## src/ballast_defines.vh

```
// register map, field positions and reset values of the ballast supervisor
`ifndef BALLAST_DEFINES_VH
`define BALLAST_DEFINES_VH

// register byte offsets
`define BAL_OFS_CTRL 8'h00
`define BAL_OFS_STATUS 8'h04
`define BAL_OFS_IRQ_STAT 8'h08
`define BAL_OFS_IRQ_MASK 8'h0c

// control register fields
`define BAL_CTRL_RUN_EN 0
`define BAL_CTRL_RESET 8'h01

// status register fields
`define BAL_ST_PHASE_LSB 0
`define BAL_ST_PHASE_MSB 3
`define BAL_ST_PFC_EN 4
`define BAL_ST_BRIDGE_EN 5
`define BAL_ST_LOW_POWER 6
`define BAL_ST_FREQ_UP 7
`define BAL_ST_OVP 8

// interrupt event bits
`define BAL_IRQ_RUN 0
`define BAL_IRQ_LAMP_OUT 1
`define BAL_IRQ_LATCH 2
`define BAL_IRQ_DISABLE 3
`define BAL_IRQ_OVP 4
`define BAL_IRQ_BOARD 5
`define BAL_IRQ_W 6
`define BAL_IRQ_MASK_RESET 6'h00

// bus responses
`define BAL_RESP_OKAY 2'b00
`define BAL_RESP_SLVERR 2'b10

`endif

```

## src/ballast_phase_fault_supervisor.v

```verilog
// phase sequencer and fault supervisor of the ballast controller, with axi4-lite registers
//
// Functional notes
// - Lamp sense above the upper threshold means no lamp: stop switching at once, go idle.
// - A rise above and fall below the upper threshold on lamp sense starts a new pre-heat, but not in the disable or board stop.
// - Pre-heat lasts exactly one timer cycle: charge to the high mark, discharge to the low.
// - Ignition lasts while the ignition ramp charges and ends at its completion threshold.
// - Run mode is kept until a fault is seen or supply is lost.
// - Lamp sense high at turn-on blocks the timer charge and keeps drivers stopped until low.
// - An end-of-life violation runs a timer cycle, reset if it clears, latching at its end.
// - In ignition a bridge current crossing runs a limited timer cycle, latching if it stays.
// - In run a low current crossing runs a timer cycle with frequency increase, then latches.
// - After a disable stop, bus monitor back above the release level restarts with pre-heat.
// - Bus over-voltage stops only the pfc driver until below the release level, no latch.
// - In run a high current crossing stops the drivers at once and latches idle.
// - Feedback open together with over-voltage stops all drivers, latched until lockout.
// - Bus monitor below the disable threshold shuts the drivers down at once, unlatched.
// - Run is entered when the ignition ramp is complete and the lamp has ignited.
//
// The register addresses and the AXI4-Lite slave port are this design's own decisions.
`include "ballast_defines.vh"

module ballast_phase_fault_supervisor #(
	parameter ADDR_W = 8
) (
	input wire clk_i,
	input wire srst_i,
	input wire ce_i,
	input wire supply_ok_i,
	input wire lamp_sense_high_i,
	input wire eol_window_fault_i,
	input wire bridge_low_i,
	input wire bridge_high_i,
	input wire bus_ovp_i,
	input wire bus_below_release_i,
	input wire bus_disable_i,
	input wire bus_enable_i,
	input wire feedback_open_i,
	input wire choke_saturation_i,
	input wire timer_high_i,
	input wire timer_low_i,
	input wire ignition_done_i,
	input wire lamp_ignited_i,
	output reg bridge_enable_o,
	output reg pfc_enable_o,
	output reg timer_charge_o,
	output reg ignition_ramp_run_o,
	output reg freq_increase_o,
	output reg low_power_o,
	output reg [3:0] phase_o,
	output reg irq_o,
	input wire [ADDR_W-1:0] s_axi_awaddr,
	input wire s_axi_awvalid,
	output reg s_axi_awready,
	input wire [31:0] s_axi_wdata,
	input wire [3:0] s_axi_wstrb,
	input wire s_axi_wvalid,
	output reg s_axi_wready,
	output reg [1:0] s_axi_bresp,
	output reg s_axi_bvalid,
	input wire s_axi_bready,
	input wire [ADDR_W-1:0] s_axi_araddr,
	input wire s_axi_arvalid,
	output reg s_axi_arready,
	output reg [31:0] s_axi_rdata,
	output reg [1:0] s_axi_rresp,
	output reg s_axi_rvalid,
	input wire s_axi_rready
);

localparam NIN = 15;
localparam [3:0] ST_OFF = 4'h0;
localparam [3:0] ST_NO_LAMP = 4'h1;
localparam [3:0] ST_PREHEAT = 4'h2;
localparam [3:0] ST_IGNITE = 4'h3;
localparam [3:0] ST_RUN = 4'h4;
localparam [3:0] ST_LATCHED = 4'h5;
localparam [3:0] ST_DISABLED = 4'h6;
localparam [3:0] ST_BOARD = 4'h7;
localparam [1:0] TM_IDLE = 2'h0;
localparam [1:0] TM_CHARGE = 2'h1;
localparam [1:0] TM_DISCH = 2'h2;

////////////////////////////////////////////////////////////////////////////////
// input synchronisers

wire [NIN-1:0] pin_raw;
wire [NIN-1:0] pin_s;

assign pin_raw = {lamp_ignited_i, ignition_done_i, timer_low_i, timer_high_i,
	choke_saturation_i, feedback_open_i, bus_enable_i, bus_disable_i,
	bus_below_release_i, bus_ovp_i, bridge_high_i, bridge_low_i,
	eol_window_fault_i, lamp_sense_high_i, supply_ok_i};

genvar gi;
generate
	for (gi = 0; gi < NIN; gi = gi + 1) begin : g_sync
		reg meta;
		reg sync;
		always @(posedge clk_i) begin
			if (srst_i) begin
				meta <= 1'b0;
				sync <= 1'b0;
			end else if (ce_i) begin
				meta <= pin_raw[gi];
				sync <= meta;
			end
		end
		assign pin_s[gi] = sync;
	end
endgenerate

wire supply_ok = pin_s[0];
wire lamp_high = pin_s[1];
wire eol_fault = pin_s[2];
wire cur_low = pin_s[3];
wire cur_high = pin_s[4];
wire ovp = pin_s[5];
wire ovp_release = pin_s[6];
wire dis_low = pin_s[7];
wire dis_release = pin_s[8];
wire fb_open = pin_s[9];
wire choke_sat = pin_s[10];
wire tm_high = pin_s[11];
wire tm_low = pin_s[12];
wire ign_done = pin_s[13];
wire ignited = pin_s[14];

////////////////////////////////////////////////////////////////////////////////
// phase sequencer and fault timer

reg [3:0] state;
reg [1:0] tmr;
reg lamp_replacement_detect_seen;
reg ovp_flag;
reg [7:0] ctrl;
reg [3:0] next_state;
reg [1:0] next_tmr;
reg next_lamp_replacement_detect_seen;
reg next_ovp_flag;
reg fault_arm;
reg tmr_end;
wire run_en = ctrl[`BAL_CTRL_RUN_EN];
wire active = (state == ST_PREHEAT) || (state == ST_IGNITE) || (state == ST_RUN);

always @* begin
	next_state = state;
	next_tmr = tmr;
	next_lamp_replacement_detect_seen = lamp_replacement_detect_seen;
	next_ovp_flag = ovp_flag;
	tmr_end = (tmr == TM_DISCH) && tm_low;
	// guarded faults per phase
	case (state)
		ST_IGNITE: fault_arm = cur_high;
		ST_RUN: fault_arm = cur_low | eol_fault;
		default: fault_arm = 1'b0;
	endcase
	if (ovp)
		next_ovp_flag = 1'b1;
	else if (ovp_release)
		next_ovp_flag = 1'b0;
	// fault timer ramp
	case (tmr)
		TM_IDLE: if (state == ST_PREHEAT || fault_arm) next_tmr = TM_CHARGE;
		TM_CHARGE: if (tm_high) next_tmr = TM_DISCH;
		TM_DISCH: if (tm_low) next_tmr = TM_IDLE;
		default: next_tmr = TM_IDLE;
	endcase
	if (state == ST_RUN && !eol_fault && !cur_low)
		next_tmr = TM_IDLE;
	case (state)
		ST_OFF: begin
			if (supply_ok)
				next_state = lamp_high ? ST_NO_LAMP : ST_PREHEAT;
		end
		ST_NO_LAMP: begin
			if (!lamp_high)
				next_state = ST_PREHEAT;
		end
		ST_PREHEAT: begin
			if (tmr_end)
				next_state = ST_IGNITE;
		end
		ST_IGNITE: begin
			if (ign_done && ignited)
				next_state = ST_RUN;
			else if (tmr_end && cur_high)
				next_state = ST_LATCHED;
		end
		ST_RUN: begin
			if (cur_high)
				next_state = ST_LATCHED;
			else if (tmr_end && (eol_fault || cur_low))
				next_state = ST_LATCHED;
		end
		ST_LATCHED: begin
			if (lamp_high)
				next_lamp_replacement_detect_seen = 1'b1;
			else if (lamp_replacement_detect_seen)
				next_state = ST_PREHEAT;
		end
		ST_DISABLED: begin
			if (dis_release && !dis_low && run_en)
				next_state = ST_PREHEAT;
		end
		ST_BOARD: next_state = ST_BOARD;
		default: next_state = ST_OFF;
	endcase
	// board protection armed in every phase but off and board, disable and no-lamp only in pre-heat, ignition and run
	if (active || state == ST_LATCHED || state == ST_DISABLED || state == ST_NO_LAMP) begin
		if (fb_open && ovp)
			next_state = ST_BOARD;
		else if (active && (dis_low || !run_en))
			next_state = ST_DISABLED;
		else if (active && lamp_high)
			next_state = ST_NO_LAMP;
	end
	if (!supply_ok)
		next_state = ST_OFF;
	if (next_state != ST_LATCHED)
		next_lamp_replacement_detect_seen = 1'b0;
	if (next_state != ST_PREHEAT && next_state != ST_IGNITE && next_state != ST_RUN)
		next_tmr = TM_IDLE;
	else if (next_state != state)
		next_tmr = (next_state == ST_PREHEAT) ? TM_CHARGE : TM_IDLE;
end

wire next_active = (next_state == ST_PREHEAT) || (next_state == ST_IGNITE) ||
	(next_state == ST_RUN);

always @(posedge clk_i) begin
	if (srst_i) begin
		state <= ST_OFF;
		tmr <= TM_IDLE;
		lamp_replacement_detect_seen <= 1'b0;
		ovp_flag <= 1'b0;
		bridge_enable_o <= 1'b0;
		pfc_enable_o <= 1'b0;
		timer_charge_o <= 1'b0;
		ignition_ramp_run_o <= 1'b0;
		freq_increase_o <= 1'b0;
		low_power_o <= 1'b0;
		phase_o <= ST_OFF;
	end else if (ce_i) begin
		state <= next_state;
		tmr <= next_tmr;
		lamp_replacement_detect_seen <= next_lamp_replacement_detect_seen;
		ovp_flag <= next_ovp_flag;
		bridge_enable_o <= next_active;
		pfc_enable_o <= next_active && !next_ovp_flag && !choke_sat;
		timer_charge_o <= (next_tmr == TM_CHARGE);
		ignition_ramp_run_o <= (next_state == ST_IGNITE) || (next_state == ST_RUN);
		freq_increase_o <= ((next_state == ST_IGNITE) && cur_high) ||
			((next_state == ST_RUN) && cur_low);
		low_power_o <= !next_active && (next_state != ST_OFF);
		phase_o <= next_state;
	end
end

////////////////////////////////////////////////////////////////////////////////
// interrupt status and mask

reg [`BAL_IRQ_W-1:0] irq_stat;
reg [`BAL_IRQ_W-1:0] irq_mask;
reg [`BAL_IRQ_W-1:0] events;
reg [`BAL_IRQ_W-1:0] next_irq_stat;
wire rd_take = s_axi_arvalid && s_axi_arready;
wire [ADDR_W-1:0] rd_ofs = s_axi_araddr & {{(ADDR_W-2){1'b1}}, 2'b00};

always @* begin
	events = {`BAL_IRQ_W{1'b0}};
	if (next_state != state) begin
		events[`BAL_IRQ_RUN] = (next_state == ST_RUN);
		events[`BAL_IRQ_LAMP_OUT] = (next_state == ST_NO_LAMP);
		events[`BAL_IRQ_LATCH] = (next_state == ST_LATCHED);
		events[`BAL_IRQ_DISABLE] = (next_state == ST_DISABLED);
		events[`BAL_IRQ_BOARD] = (next_state == ST_BOARD);
	end
	events[`BAL_IRQ_OVP] = next_ovp_flag && !ovp_flag;
	next_irq_stat = irq_stat;
	if (rd_take && rd_ofs == `BAL_OFS_IRQ_STAT)
		next_irq_stat = {`BAL_IRQ_W{1'b0}};
	next_irq_stat = next_irq_stat | events;
end

////////////////////////////////////////////////////////////////////////////////
// axi4-lite slave

reg [ADDR_W-1:0] aw_addr;
reg aw_held;
reg [31:0] w_data;
reg [3:0] w_strb;
reg w_held;
wire [ADDR_W-1:0] wr_ofs = aw_addr & {{(ADDR_W-2){1'b1}}, 2'b00};
wire wr_go = aw_held && w_held && !s_axi_bvalid;
wire wr_map = (wr_ofs == `BAL_OFS_CTRL) || (wr_ofs == `BAL_OFS_STATUS) ||
	(wr_ofs == `BAL_OFS_IRQ_STAT) || (wr_ofs == `BAL_OFS_IRQ_MASK);
reg [31:0] rd_val;
reg rd_map;

always @* begin
	rd_val = 32'h0000_0000;
	rd_map = 1'b1;
	case (rd_ofs)
		`BAL_OFS_CTRL: rd_val[7:0] = ctrl;
		`BAL_OFS_STATUS: rd_val[8:0] = {ovp_flag, freq_increase_o, low_power_o,
			bridge_enable_o, pfc_enable_o, state};
		`BAL_OFS_IRQ_STAT: rd_val[`BAL_IRQ_W-1:0] = irq_stat;
		`BAL_OFS_IRQ_MASK: rd_val[`BAL_IRQ_W-1:0] = irq_mask;
		default: rd_map = 1'b0;
	endcase
end

always @(posedge clk_i) begin
	if (srst_i) begin
		aw_addr <= {ADDR_W{1'b0}};
		aw_held <= 1'b0;
		w_data <= 32'h0000_0000;
		w_strb <= 4'h0;
		w_held <= 1'b0;
		s_axi_awready <= 1'b0;
		s_axi_wready <= 1'b0;
		s_axi_bvalid <= 1'b0;
		s_axi_bresp <= `BAL_RESP_OKAY;
		s_axi_arready <= 1'b0;
		s_axi_rvalid <= 1'b0;
		s_axi_rresp <= `BAL_RESP_OKAY;
		s_axi_rdata <= 32'h0000_0000;
		ctrl <= `BAL_CTRL_RESET;
		irq_mask <= `BAL_IRQ_MASK_RESET;
		irq_stat <= {`BAL_IRQ_W{1'b0}};
		irq_o <= 1'b0;
	end else if (ce_i) begin
		// write address and data taken in either order
		s_axi_awready <= !aw_held && !(s_axi_awvalid && s_axi_awready);
		s_axi_wready <= !w_held && !(s_axi_wvalid && s_axi_wready);
		if (s_axi_awvalid && s_axi_awready) begin
			aw_addr <= s_axi_awaddr;
			aw_held <= 1'b1;
		end
		if (s_axi_wvalid && s_axi_wready) begin
			w_data <= s_axi_wdata;
			w_strb <= s_axi_wstrb;
			w_held <= 1'b1;
		end
		if (wr_go) begin
			aw_held <= 1'b0;
			w_held <= 1'b0;
			s_axi_bvalid <= 1'b1;
			s_axi_bresp <= wr_map ? `BAL_RESP_OKAY : `BAL_RESP_SLVERR;
			if (w_strb[0] && wr_ofs == `BAL_OFS_CTRL)
				ctrl <= w_data[7:0];
			if (w_strb[0] && wr_ofs == `BAL_OFS_IRQ_MASK)
				irq_mask <= w_data[`BAL_IRQ_W-1:0];
		end else if (s_axi_bvalid && s_axi_bready) begin
			s_axi_bvalid <= 1'b0;
		end
		// read channel
		s_axi_arready <= !s_axi_rvalid && !rd_take;
		if (rd_take) begin
			s_axi_rvalid <= 1'b1;
			s_axi_rdata <= rd_val;
			s_axi_rresp <= rd_map ? `BAL_RESP_OKAY : `BAL_RESP_SLVERR;
		end else if (s_axi_rvalid && s_axi_rready) begin
			s_axi_rvalid <= 1'b0;
		end
		irq_stat <= next_irq_stat;
		irq_o <= |(next_irq_stat & irq_mask);
	end
end

endmodule // ballast_phase_fault_supervisor

```

## config.mk

```make
export PLATFORM = sky130hd
export DESIGN_NAME = ballast_phase_fault_supervisor
export DESIGN_NICKNAME = d
export VERILOG_FILES = /design/src/ballast_phase_fault_supervisor.v
export VERILOG_INCLUDE_DIRS = /design/src
export SDC_FILE = /design/constraint.sdc
export NUM_CORES = 1
export LEC_CHECK = 0
export ABC_AREA = 1
export BUFFER_PORTS_ARGS = -buffer_cell sky130_fd_sc_hd__buf_2
export CORE_ASPECT_RATIO = 0.5
export CORE_MARGIN = 2
export CORE_UTILIZATION = 51
export CTS_CLUSTER_DIAMETER = 40
export CTS_CLUSTER_SIZE = 8
export DETAILED_ROUTE_END_ITERATION = 12
export GPL_TIMING_DRIVEN = 0
export PLACE_DENSITY_LB_ADDON = 0.1
export SYNTH_ARGS = -nofsm -noshare
export SYNTH_HDL_FRONTEND = slang
export SYNTH_SLANG_ARGS = --single-unit
```

## constraint.sdc

```tcl
create_clock -name clk_i -period 2.9 [get_ports clk_i]
set_clock_uncertainty 0.2 [all_clocks]
set_input_delay 0.435 -clock clk_i [delete_from_list [all_inputs] [get_ports clk_i]]
set_output_delay 0.435 -clock clk_i [all_outputs]
set_load 0.02 [all_outputs]
```

==> impl_results.md, run 1 <==
* Status: completed
* # hold bufs at CTS at 0
* RR Startpoint: state[1]$_SDFFE_PP0P_
* Fmax achieved at about 0.39 GHz
* Final min period at ~2.6 ns
* Drt pass-1 iters at 5
* Relative slew margins at between 30% and 40%
* Dpl hpwl at around 8.7 mm
* Vias/cell at between 5 and 6
* Worst EP required at 2.93 ns
* FP Rows at 24
* Synth Warn # at 0
* Max-cap violations at 0
* Antenna cell count at 0
* Via count at ~4300
* Int Pwr at approximately 2200 µW
* Total GRT Usage at 25.94%
* Synth area leader: dfxtp_1
* Startpoint types: flip-flop
* Gate power share at about 13%
* Largest net degree at the start of global routing at 16
* Layout cells sized above 1 at around 19%
* Slew @ Worst Pin at just under 1 ns
* Fillers at between 800 and 900
* Pre-CTS setup slack at around 0.13 ns
* Syn_area_per_cell at around 7.2 µm²
* Final GP Congestion at ~0.93
* Crit Path Category: reg -> reg
* TritonCTS clock tree: built
* Post-Route Setup TNS at 0 ns
* CP endpoint: irq_o$_SDFFE_PP0P_
* Average wire per standard cell at between 10 and 15 µm
* R2R setup slack at between 0.3 and 0.4 ns
* IO buf count at a little under 70
* Clk buf depth at 2
* Die W at 136.4 µm
* Mapped cell area at roughly 4500 µm²
* Worst hold path class: in -> reg
* Seq cells post-synth at slightly below 100
* Final hold violation count at 0
* Post-synth cell types at 35
* CTS clk-pin slew, worst paths at around 0.060 ns
* Sequential area share after synthesis at 43.92%
* Global route total overflow at 0
* Global-route wire length before repair at 19.16 mm
* RSZ-0062 raised after global routing: false
* I/O pin cnt at between 100 and 150
* Clock latency on the worst-skew pair at between 0.3 and 0.4 ns
* Ranking of synthesized cells by area: dfxtp_1, o21ai_0, nor2_1
* Post-route antenna net violation count at 0
* Clock root cell: clkbuf_16
* R2R cell count at 19
* Worst-path maximum fanout at 8
* Sw Share at a little over a quarter
* Reg-to-reg endpoint: irq_o$_SDFFE_PP0P_
* Fin. max-slew vios at 0
* Clock sink count at slightly below 100
* Initial antenna violation count at 0
* Sw Pwr at about 800 µW
* Final WL at 11.70 mm
* Vias in the first global route at 3859
* Total leakage power at ~0.0024 µW
* Pwr per Cell Area at between 500 and 600 nW/µm²
* Htree depth at 3
* Area of the core at 8618 µm²
* Area growth syn-to-layout at 19.41%
* Worst setup EP type: flip-flop
* Postcts setup bufs at 0
* DR iter-0 viols at 319
* Critical Path Source: state[1]$_SDFFE_PP0P_
* DIE HEIGHT at 70.18 µm
* Share of the synthesized area in the top cell type at a little over two fifths
* Num CTS Buffers at 9
* Final Cycle Share at between 80% and 90%
* DRC errors left at 0
* CP Data Arrival Time at 2.62 ns
* Starting Density at between 50 and 60%
* Synthesized instance count at 621
* Final setup fails at 0
* Clock power frac at between 30% and 40%
* Die area at between 9000 and 10000 µm²
* Seq pwr share at between 40% and 50%
* Fin worst setup slack at around 0.3 ns
* Largest vdd supply drop at just over 0.0003 V
* Total Nets Final at 800
power groups by stage:
stage / sequential, µW / combinational, µW / clock [µW]
final: 1450 / 388 / 1170
after global routing: 1450 / 437 / 1240
after CTS: 1450 / 386 / 1180
after detailed placement: 1480 / 383 / 0
after global placement: 1480 / 379 / 0
after floorplan: 1480 / 264 / 0
cells in the mapped netlist (all sizes together):
master / number
o2111a: 1
buf: 28
clkbuf: 24
o31ai: 1
a2111oi: 1
nand3b: 1
o211ai: 3
o22ai: 10
a31oi: 2
nand4: 4
conb: 1
a211oi: 2
o221ai: 3
o211a: 1
nor2: 86
a21oi: 64
inv: 75
clkinv: 2
nand2: 85
o2bb2ai: 1
o21ai: 86
nand3: 32
dfxtp: 98
nor3: 6
nor4: 4
through the flow:
step,hold slack [ns],cell area (µm²),utilization (%),std cells,total power [µW]
2_1_floorplan,0.2205,4557,-,645,1745
3_3_place_gp,0.2340,5049,58.58,831,1855
3_5_place_dp,0.2376,5049,58.58,831,1860
4_1_cts,0.1107,5331,61.86,846,3015
5_1_grt,0.1147,5334,61.89,846,3132
6_report,0.1174,5334,61.89,846,3001
layout make-up:
class,count,area [µm²],share of cell area [%]
plain buffers,52,292.8,5.489
multi-input cells,418,2016,37.79
clock buffers,10,229.0,4.293
clock inverters,5,53.80,1.009
inverters,77,289.0,5.419
repair buffers,69,345.3,6.474
well taps,117,146.4,2.745
flip-flops and latches,98,1962,36.78
layout by cell type, fill, tap and decap left out, types with 2 or more instances in the layout:
cell type | netlist | final
nor2_1 | 82 | 81
o22ai_1 | 10 | 10
clkinv_2 | 0 | 3
nor4_1 | 4 | 4
nor2_2 | 2 | 3
nor3_1 | 6 | 6
a21oi_1 | 61 | 61
nand3_2 | 2 | 2
a31oi_1 | 2 | 2
nand3_1 | 30 | 30
dfxtp_1 | 98 | 98
buf_1 | 2 | 2
inv_2 | 8 | 8
conb_1 | 1 | 25
nand2_1 | 73 | 73
buf_2 | 0 | 69
o211ai_1 | 3 | 3
nand2_4 | 3 | 3
o21ai_2 | 2 | 2
nand2_2 | 9 | 9
o21ai_1 | 3 | 3
clkinv_1 | 2 | 2
nand4_1 | 4 | 4
o221ai_1 | 3 | 3
o21ai_0 | 81 | 81
a211oi_1 | 2 | 2
nor2_4 | 2 | 2
clkbuf_16 | 0 | 9
clkbuf_1 | 24 | 25
inv_1 | 67 | 67
buf_4 | 26 | 26
a21oi_2 | 3 | 3
layer usage:
metal | up-vias | wire length (µm) | GRT usage, % | share of wire (%)
li1 | 2200 | - | - | -
met1 | 1955 | 5588 | 36.76 | 48
met2 | 143 | 4946 | 39.03 | 42
met3 | 10 | 1073 | 8.206 | 9.2
met4 | 0 | 89 | 4.977 | 0.76
met5 | - | 0 | 0 | 0
timing repair:
action | CTS | global route
gates resized for setup | 0 | 1
hold endpoints to repair | 0 | 0
setup endpoints to repair | 0 | 1
worst min-delay path by stage:
| stage | startpoint | to | slack, ns | depth (start not counted) |
|---|---|---|---|---|
| finish | feedback_open_i | g_sync[9].meta$_SDFFE_PP0P_ | 0.12 | 3 |
| global placement | w_data[6]$_SDFFE_PP0P_ | w_data[6]$_SDFFE_PP0P_ | 0.23 | 2 |
| floorplan | w_data[6]$_SDFFE_PP0P_ | w_data[6]$_SDFFE_PP0P_ | 0.22 | 2 |
| detailed placement | w_data[6]$_SDFFE_PP0P_ | w_data[6]$_SDFFE_PP0P_ | 0.24 | 2 |
| global route | bus_ovp_i | g_sync[5].meta$_SDFFE_PP0P_ | 0.11 | 3 |
| CTS | timer_low_i | g_sync[12].meta$_SDFFE_PP0P_ | 0.11 | 3 |
cells by family (layout without fill, tap and decap cells):
group / count (synthesis) / count (layout) / synth area share, %
AO/OA/AOI/OAI: 175 / 175 / 21.37
buffers and inverters: 129 / 213 / 13.03
flip-flops: 98 / 98 / 43.92
other: 1 / 25 / 0.08395
AND/OR/NAND/NOR: 218 / 218 / 21.60
worst max-delay path: stages (launching register included):
cell	delay (ns)
dfxtp_1	0.31
buf_4	0.16
inv_2	0.16
nand2_1	0.13
o21ai_2	0.16
nand2_1	0.08
nand2_1	0.08
nand2_2	0.08
nand2_4	0.10
nand2_4	0.09
nand2_1	0.12
nand3_2	0.09
nor2_4	0.10
nand2_2	0.09
nand2_1	0.08
nand2_1	0.06
nand2_1	0.06
nand3_1	0.08
nor2_2	0.20
nor2_1	0.06
state kept, by name, summed over array words and instances, names as in the netlist, 2 cells and up:
| register | cells |
|---|---|
| irq_mask | 6 |
| aw_addr | 6 |
| g_sync.sync | 8 |
| w_data | 8 |
| irq_stat | 6 |
| state | 4 |
| s_axi_rdata | 9 |
| ctrl | 8 |
| g_sync.meta | 15 |
| tmr | 2 |
No activity file was read; power rests on OpenSTA's default activity.
==> run 2, diff against run 1 <==
==> constraint.sdc (replaced) <==
create_clock -name clk_i -period 2.9 [get_ports clk_i]
set_clock_uncertainty 0.2 [all_clocks]
set_input_delay 0.29 -clock clk_i [delete_from_list [all_inputs] [get_ports clk_i]]
set_output_delay 0.29 -clock clk_i [all_outputs]
set_load 0.02 [all_outputs]
==> run 2 against run 1 <==
  * Critical path depth is the same
  * Sequential cell count unchanged
  * Sequential power is essentially flat
  * Combinational power is 4% higher
  * Maximum frequency increased by 0.14%
  * Clock-buffer cell count unchanged
  * Power up 0.56%
  * Largest cell class unchanged
  * Largest power group unchanged
==> impl_results.md, run 2 (synthesis gave the netlist of run 1 again) <==
* Status: completed
* Postcts setup bufs at 0
* Area of the core at about 8600 µm²
* Commonest non-fill, non-tap cell in the layout: dfxtp_1
* I/O pin cnt at ~130
* CTS clk-pin slew, worst paths at 0.07 ns
* DIE HEIGHT at around 70 µm
* Final min period at 2.587 ns
* Clock root cell: clkbuf_16
* Final Cycle Share at between 80% and 90%
* Crit-path leading delay family: simple AND/OR/NAND/NOR gates
* Total leakage power at between 0.002 and 0.0025 µW
* IO buf count at a little under 70
* Htree depth at 3
* Num CTS Buffers at 9
* Crit-path most repeated cell: nand2_1
* Clock sink count at 98
* Final setup fails at 0
* Largest net degree at the start of global routing at 16
* Critical path buffers and inverters at 2
* DR iter-0 viols at 315
* Average wire per standard cell at roughly 14 µm
* Drt pass-1 iters at 5
* RR Startpoint: state[1]$_SDFFE_PP0P_
* Worst setup EP type: flip-flop
* Via count at 4366
* Max FFs per register at 15
* Post-route antenna net violation count at 0
* Total Nets Final at 815
* Vias/cell at approximately 5.1
* Slowest stage delay, CP at ~0.31 ns
* Hold-critical path depth at 4
* Global-route wire length before repair at 19.60 mm
* R2R cell count at 19
* Total GRT Usage at 26.51%
* Total Power at 3018 µW
* Startpoint types: flip-flop
* Relative slew margins at 35.74%
* Top Registers: g_sync.meta x15, s_axi_rdata x9
* Worst hold start: s_axi_rready
* Global route total overflow at 0
* Area growth syn-to-layout at 22.77%
* Die area at roughly 9600 µm²
* Clk buf depth at 2
* Starting Density at 51.83%
* Fin. max-slew vios at 0
* DRC errors left at 0
* Final WL at ~12 mm
* Largest vdd supply drop at 0.0003106 V
* Die W at 136.4 µm
* Final GP Congestion at a little over 0.9
* Pwr per Cell Area at between 500 and 600 nW/µm²
* Worst EP required at approximately 2.9 ns
* Layout cells sized above 1 at between 10% and 20%
* Number of cells on the critical path at 19
* Worst hold path class: in -> reg
* Clock latency on the worst-skew pair at 0.34 ns
* Fmax achieved at a little under 0.4 GHz
* Slowest stage cell, crit path: dfxtp_1
* Most flop-heavy register: g_sync.meta
* Critical Path Source: state[1]$_SDFFE_PP0P_
* Most frequent cells in the layout: dfxtp_1, nor2_1, o21ai_0
* Max-cap violations at 0
* CP Data Arrival Time at between 2 and 3 ns
* TritonCTS clock tree: built
* Worst-path maximum fanout at 8
* Final hold violation count at 0
* Antenna cell count at 0
* RSZ-0062 raised after global routing: false
* Slew @ Worst Pin at 0.9551 ns
* FP Rows at 24
* Post-Route Setup TNS at 0 ns
* Crit Path Category: reg -> reg
* Vias in the first global route at 3978
* Dpl hpwl at 8.717 mm
* Initial antenna violation count at 0
* Crit-path cells: buf_4 > inv_2 > nand2_1 > o21ai_2 > nand2_1 > nand2_1 > nand2_2 > nand2_4 > nand2_4 > nand2_1 > nand3_2 > nor2_4 > nand2_2 > nand2_1 > nand2_1 > nand2_1 > nand3_1 > nor2_2 > nor2_1
## run 2: changes by cell type in the layout (fill, tap and decap cells not counted)
cell           change
dlygate4sd3_1     +15
## run 2: worst paths after layout
check	slack [ns]	end
worst min-delay path	0.02	s_axi_rvalid$_SDFFE_PP0P_
worst min register to register	0.25	w_data[6]$_SDFFE_PP0P_
worst max-delay path	0.31	irq_o$_SDFFE_PP0P_
worst max register to register	0.31	irq_o$_SDFFE_PP0P_
## run 2: what timing repair did
item                                    in CTS  in global routing
endpoints found under the setup margin       0                  1
endpoints found under the hold margin       15                  0
hold buffers                                15                  0
gates resized for setup                      0                  1
## run 2: cell type report
cell class	instances	area (µm²)
buffer	52	292.8
clock buffer	10	229.0
clock inverter	5	53.80
fill	822	3134
inverter	77	289.0
multi-input combinational	418	2016
sequential	98	1962
tap	117	146.4
timing repair buffer	84	495.5
## run 2: tightest hold or removal path, cell delays in order
cell and delay [ns]:
buf_2 0.07, nand2_1 0.04, nand2_1 0.05, a21oi_1 0.05
## run 2: metrics by stage
| step | area [µm²] | util, % | setup WS [ns] | std cells | hold slack, ns |
|---|---|---|---|---|---|
| 2_1_floorplan | 4557 | - | 0.6461 | 645 | 0.2205 |
| 3_3_place_gp | 5049 | 58.58 | 0.2914 | 831 | 0.2340 |
| 3_5_place_dp | 5049 | 58.58 | 0.2761 | 831 | 0.2376 |
| 4_1_cts | 5482 | 63.60 | 0.2992 | 861 | 0.007642 |
| 5_1_grt | 5484 | 63.63 | 0.04495 | 861 | 0.01905 |
| 6_report | 5484 | 63.63 | 0.3125 | 861 | 0.01747 |
## run 2: per-layer routing
layer | up-vias | share of wire (%) | global-route usage [%]
met4 | 0 | 0.75 | 4.977
met3 | 10 | 9.1 | 8.206
met5 | - | 0 | 0
li1 | 2233 | - | -
met2 | 158 | 43 | 40.76
met1 | 1965 | 47 | 37.01
## run 2: report_power, final
part	internal [µW]	total, µW	switching (µW)	leakage, µW
Combinational	150	405	255	0.00150
Sequential	1410	1450	41.7	0.000802
Clock	663	1170	503	0.000142
==> run 3, diff against run 2 <==
Settings changed: CORE_MARGIN 2 to 3, PLACE_DENSITY from default to 0.76, PLACE_DENSITY_LB_ADDON 0.1 to default, TNS_END_PERCENT from default to 50.
==> run 3 against run 2 <==
  * First-iteration DRC count increased by 7.9%
  * Critical path type unchanged
  * Maximum frequency decreased by 2.8%
  * Highest routed layer unchanged
  * Sequential power about the same
  * Global-route usage decreased by 1.3 points
  * Via count increased by 3.8%
==> impl_results.md, run 3 (synthesis gave the netlist of run 1 again) <==
* Status: completed
* Dpl hpwl at ~9 mm
* Starting Density at a little over half
* Post-Route Setup TNS at 0 ns
* TritonCTS clock tree: built
* Slew @ Worst Pin at 1.141 ns
* Pwr per Cell Area at around 540 nW/µm²
* Most frequent cells in the layout: dfxtp_1, nor2_1, o21ai_0
* Startpoint types: flip-flop
* Placed Cells at between 800 and 900
* CTS clk-pin slew, worst paths at roughly 0.070 ns
* Num CTS Buffers at 9
* Commonest non-fill, non-tap cell in the layout: dfxtp_1
* Final GP Congestion at approximately 0.96
* Clk buf depth at 2
* Slowest stage delay, CP at 0.31 ns
* Hold Slack at 0.002968 ns
* Final WL at 12.44 mm
* Non-filler cells, final at about 860
* Die W at around 140 µm
* CP Data Arrival Time at around 2.7 ns
* Int Pwr at roughly 2200 µW
* Total GRT Usage at around 25%
* Worst hold start: s_axi_bready
* Worst EP required at 2.94 ns
* Vias/cell at between 5 and 6
* Total Nets Final at roughly 820
* IO buf count at 69
* Final hold violation count at 0
* Fmax achieved at 0.3757 GHz
* Average wire per standard cell at roughly 15 µm
* Antenna cell count at 0
* Layout cells sized above 1 at 19.06%
* DR iter-0 viols at 340
* RR Startpoint: state[1]$_SDFFE_PP0P_
* Crit-path most repeated cell: nand2_1
* Final min period at about 2.7 ns
* Crit-path cells: buf_4 > inv_2 > nand2_1 > o21ai_2 > nand2_1 > nand2_1 > nand2_2 > nand2_2 > nand2_4 > nand2_2 > nand3_2 > nor2_4 > nand2_2 > nand2_1 > nand2_1 > nand2_1 > nand3_1 > nor2_2 > nor2_1
* Sw Share at between 20% and 30%
* Top Registers: g_sync.meta x15, s_axi_rdata x9
* Clock sink count at just under 100
* Vias in the first global route at approximately 4000
* Gate power share at between 10 and 15%
* I/O pin cnt at 127
* Largest net degree at the start of global routing at 16
* Max-cap violations at 0
* Total leakage power at 0.002440 µW
* Largest vdd supply drop at approximately 0.00035 V
* Initial antenna violation count at 0
* Critical Path Source: state[1]$_SDFFE_PP0P_
* Sw Pwr at 813.1 µW
* Crit Path Category: reg -> reg
* Global route total overflow at 0
* Relative slew margins at between 20 and 25%
* Max FFs per register at 15
* Worst-path maximum fanout at 9
* Global-route wire length before repair at roughly 20 mm
* Seq pwr share at roughly half
* Worst setup EP type: flip-flop
* Fin. max-slew vios at 0
* FP Rows at 23
* Drt pass-1 iters at 5
* Post-route antenna net violation count at 0
* Final Cycle Share at slightly above 90%
* Final setup fails at 0
* Clock root cell: clkbuf_16
* Hold-critical path depth at 4
* Postcts setup bufs at 0
* Cell Area, Placed at around 5000 µm²
* Die area at roughly 10000 µm²
* Area growth syn-to-layout at 22.47%
* Area of the core at between 8000 and 9000 µm²
* Most flop-heavy register: g_sync.meta
* Clock power frac at between 30% and 40%
* Clock latency on the worst-skew pair at between 0.3 and 0.4 ns
* Worst hold path class: in -> reg
* Via count at between 4000 and 5000
* Design area at roughly 5500 µm²
* Htree depth at 3
* R2R cell count at 19
* RSZ-0062 raised after global routing: false
* DRC errors left at 0
* Slowest stage cell, crit path: dfxtp_1
* DIE HEIGHT at 72.18 µm
==> run 3: cell types whose count changed in the layout (fill, tap and decap cells not counted), sizes merged <==
| cell | previous run | this run |
|---|---|---|
| clkinv | 5 | 6 |
| clkbuf | 34 | 36 |
| bufinv | 1 | 0 |
| inv | 76 | 75 |
==> run 3: final timing paths <==
kind	to	slack, ns
min	s_axi_bvalid$_SDFFE_PP0P_	0.003
max	irq_o$_SDFFE_PP0P_	0.24
max reg2reg	irq_o$_SDFFE_PP0P_	0.24
min reg2reg	w_data[7]$_SDFFE_PP0P_	0.24
==> run 3: critical path, delay by kind of cell, from the launching register on <==
kind | cells | cell delay, ns
and+or+nand+nor | 16 | 1.54
buffers and inverters | 2 | 0.30
AOI/OAI and AO/OA | 1 | 0.17
DFF | 1 | 0.31
==> run 3: stage by stage <==
step | worst slack [ns] | power [µW] | util, %
6_report | 0.2382 | 2975 | 66.23
5_1_grt | 0.009442 | 3088 | 66.23
4_1_cts | 0.2358 | 2979 | 66.19
3_5_place_dp | 0.2698 | 1862 | 61.05
3_3_place_gp | 0.2846 | 1854 | 61.05
2_1_floorplan | 0.6461 | 1745 | -
==> run 3: what timing repair did <==
action,CTS,global route
resized for setup,0,2
setup endpoints to repair,0,1
endpoints found under the hold margin,15,0
hold buffers,15,0
==> run 3: per-layer routing <==
layer  wire [µm]  up-vias  track usage, %
met4         175        0           7.010
met3        1464       18           10.01
met2        5080      244           38.17
met5           0        -               0
li1            -     2241               -
met1        5716     2029           33.81
==> run 3: power groups by stage <==
stage / combinational (µW) / sequential, µW / clock (µW)
6_report: 410 / 1450 / 1120
2_1_floorplan: 264 / 1480 / 0
5_1_grt: 456 / 1460 / 1180
3_3_place_gp: 378 / 1480 / 0
3_5_place_dp: 384 / 1480 / 0
4_1_cts: 402 / 1450 / 1130
==> run 3: area by class of cell <==
class	count	area, µm²
clock buffer	12	246.5
timing repair buffer	84	495.5
tap	112	140.1
fill	744	2789
multi-input combinational	418	2016
inverter	77	289.0
buffer	52	292.8
clock inverter	4	27.53
sequential	98	1963
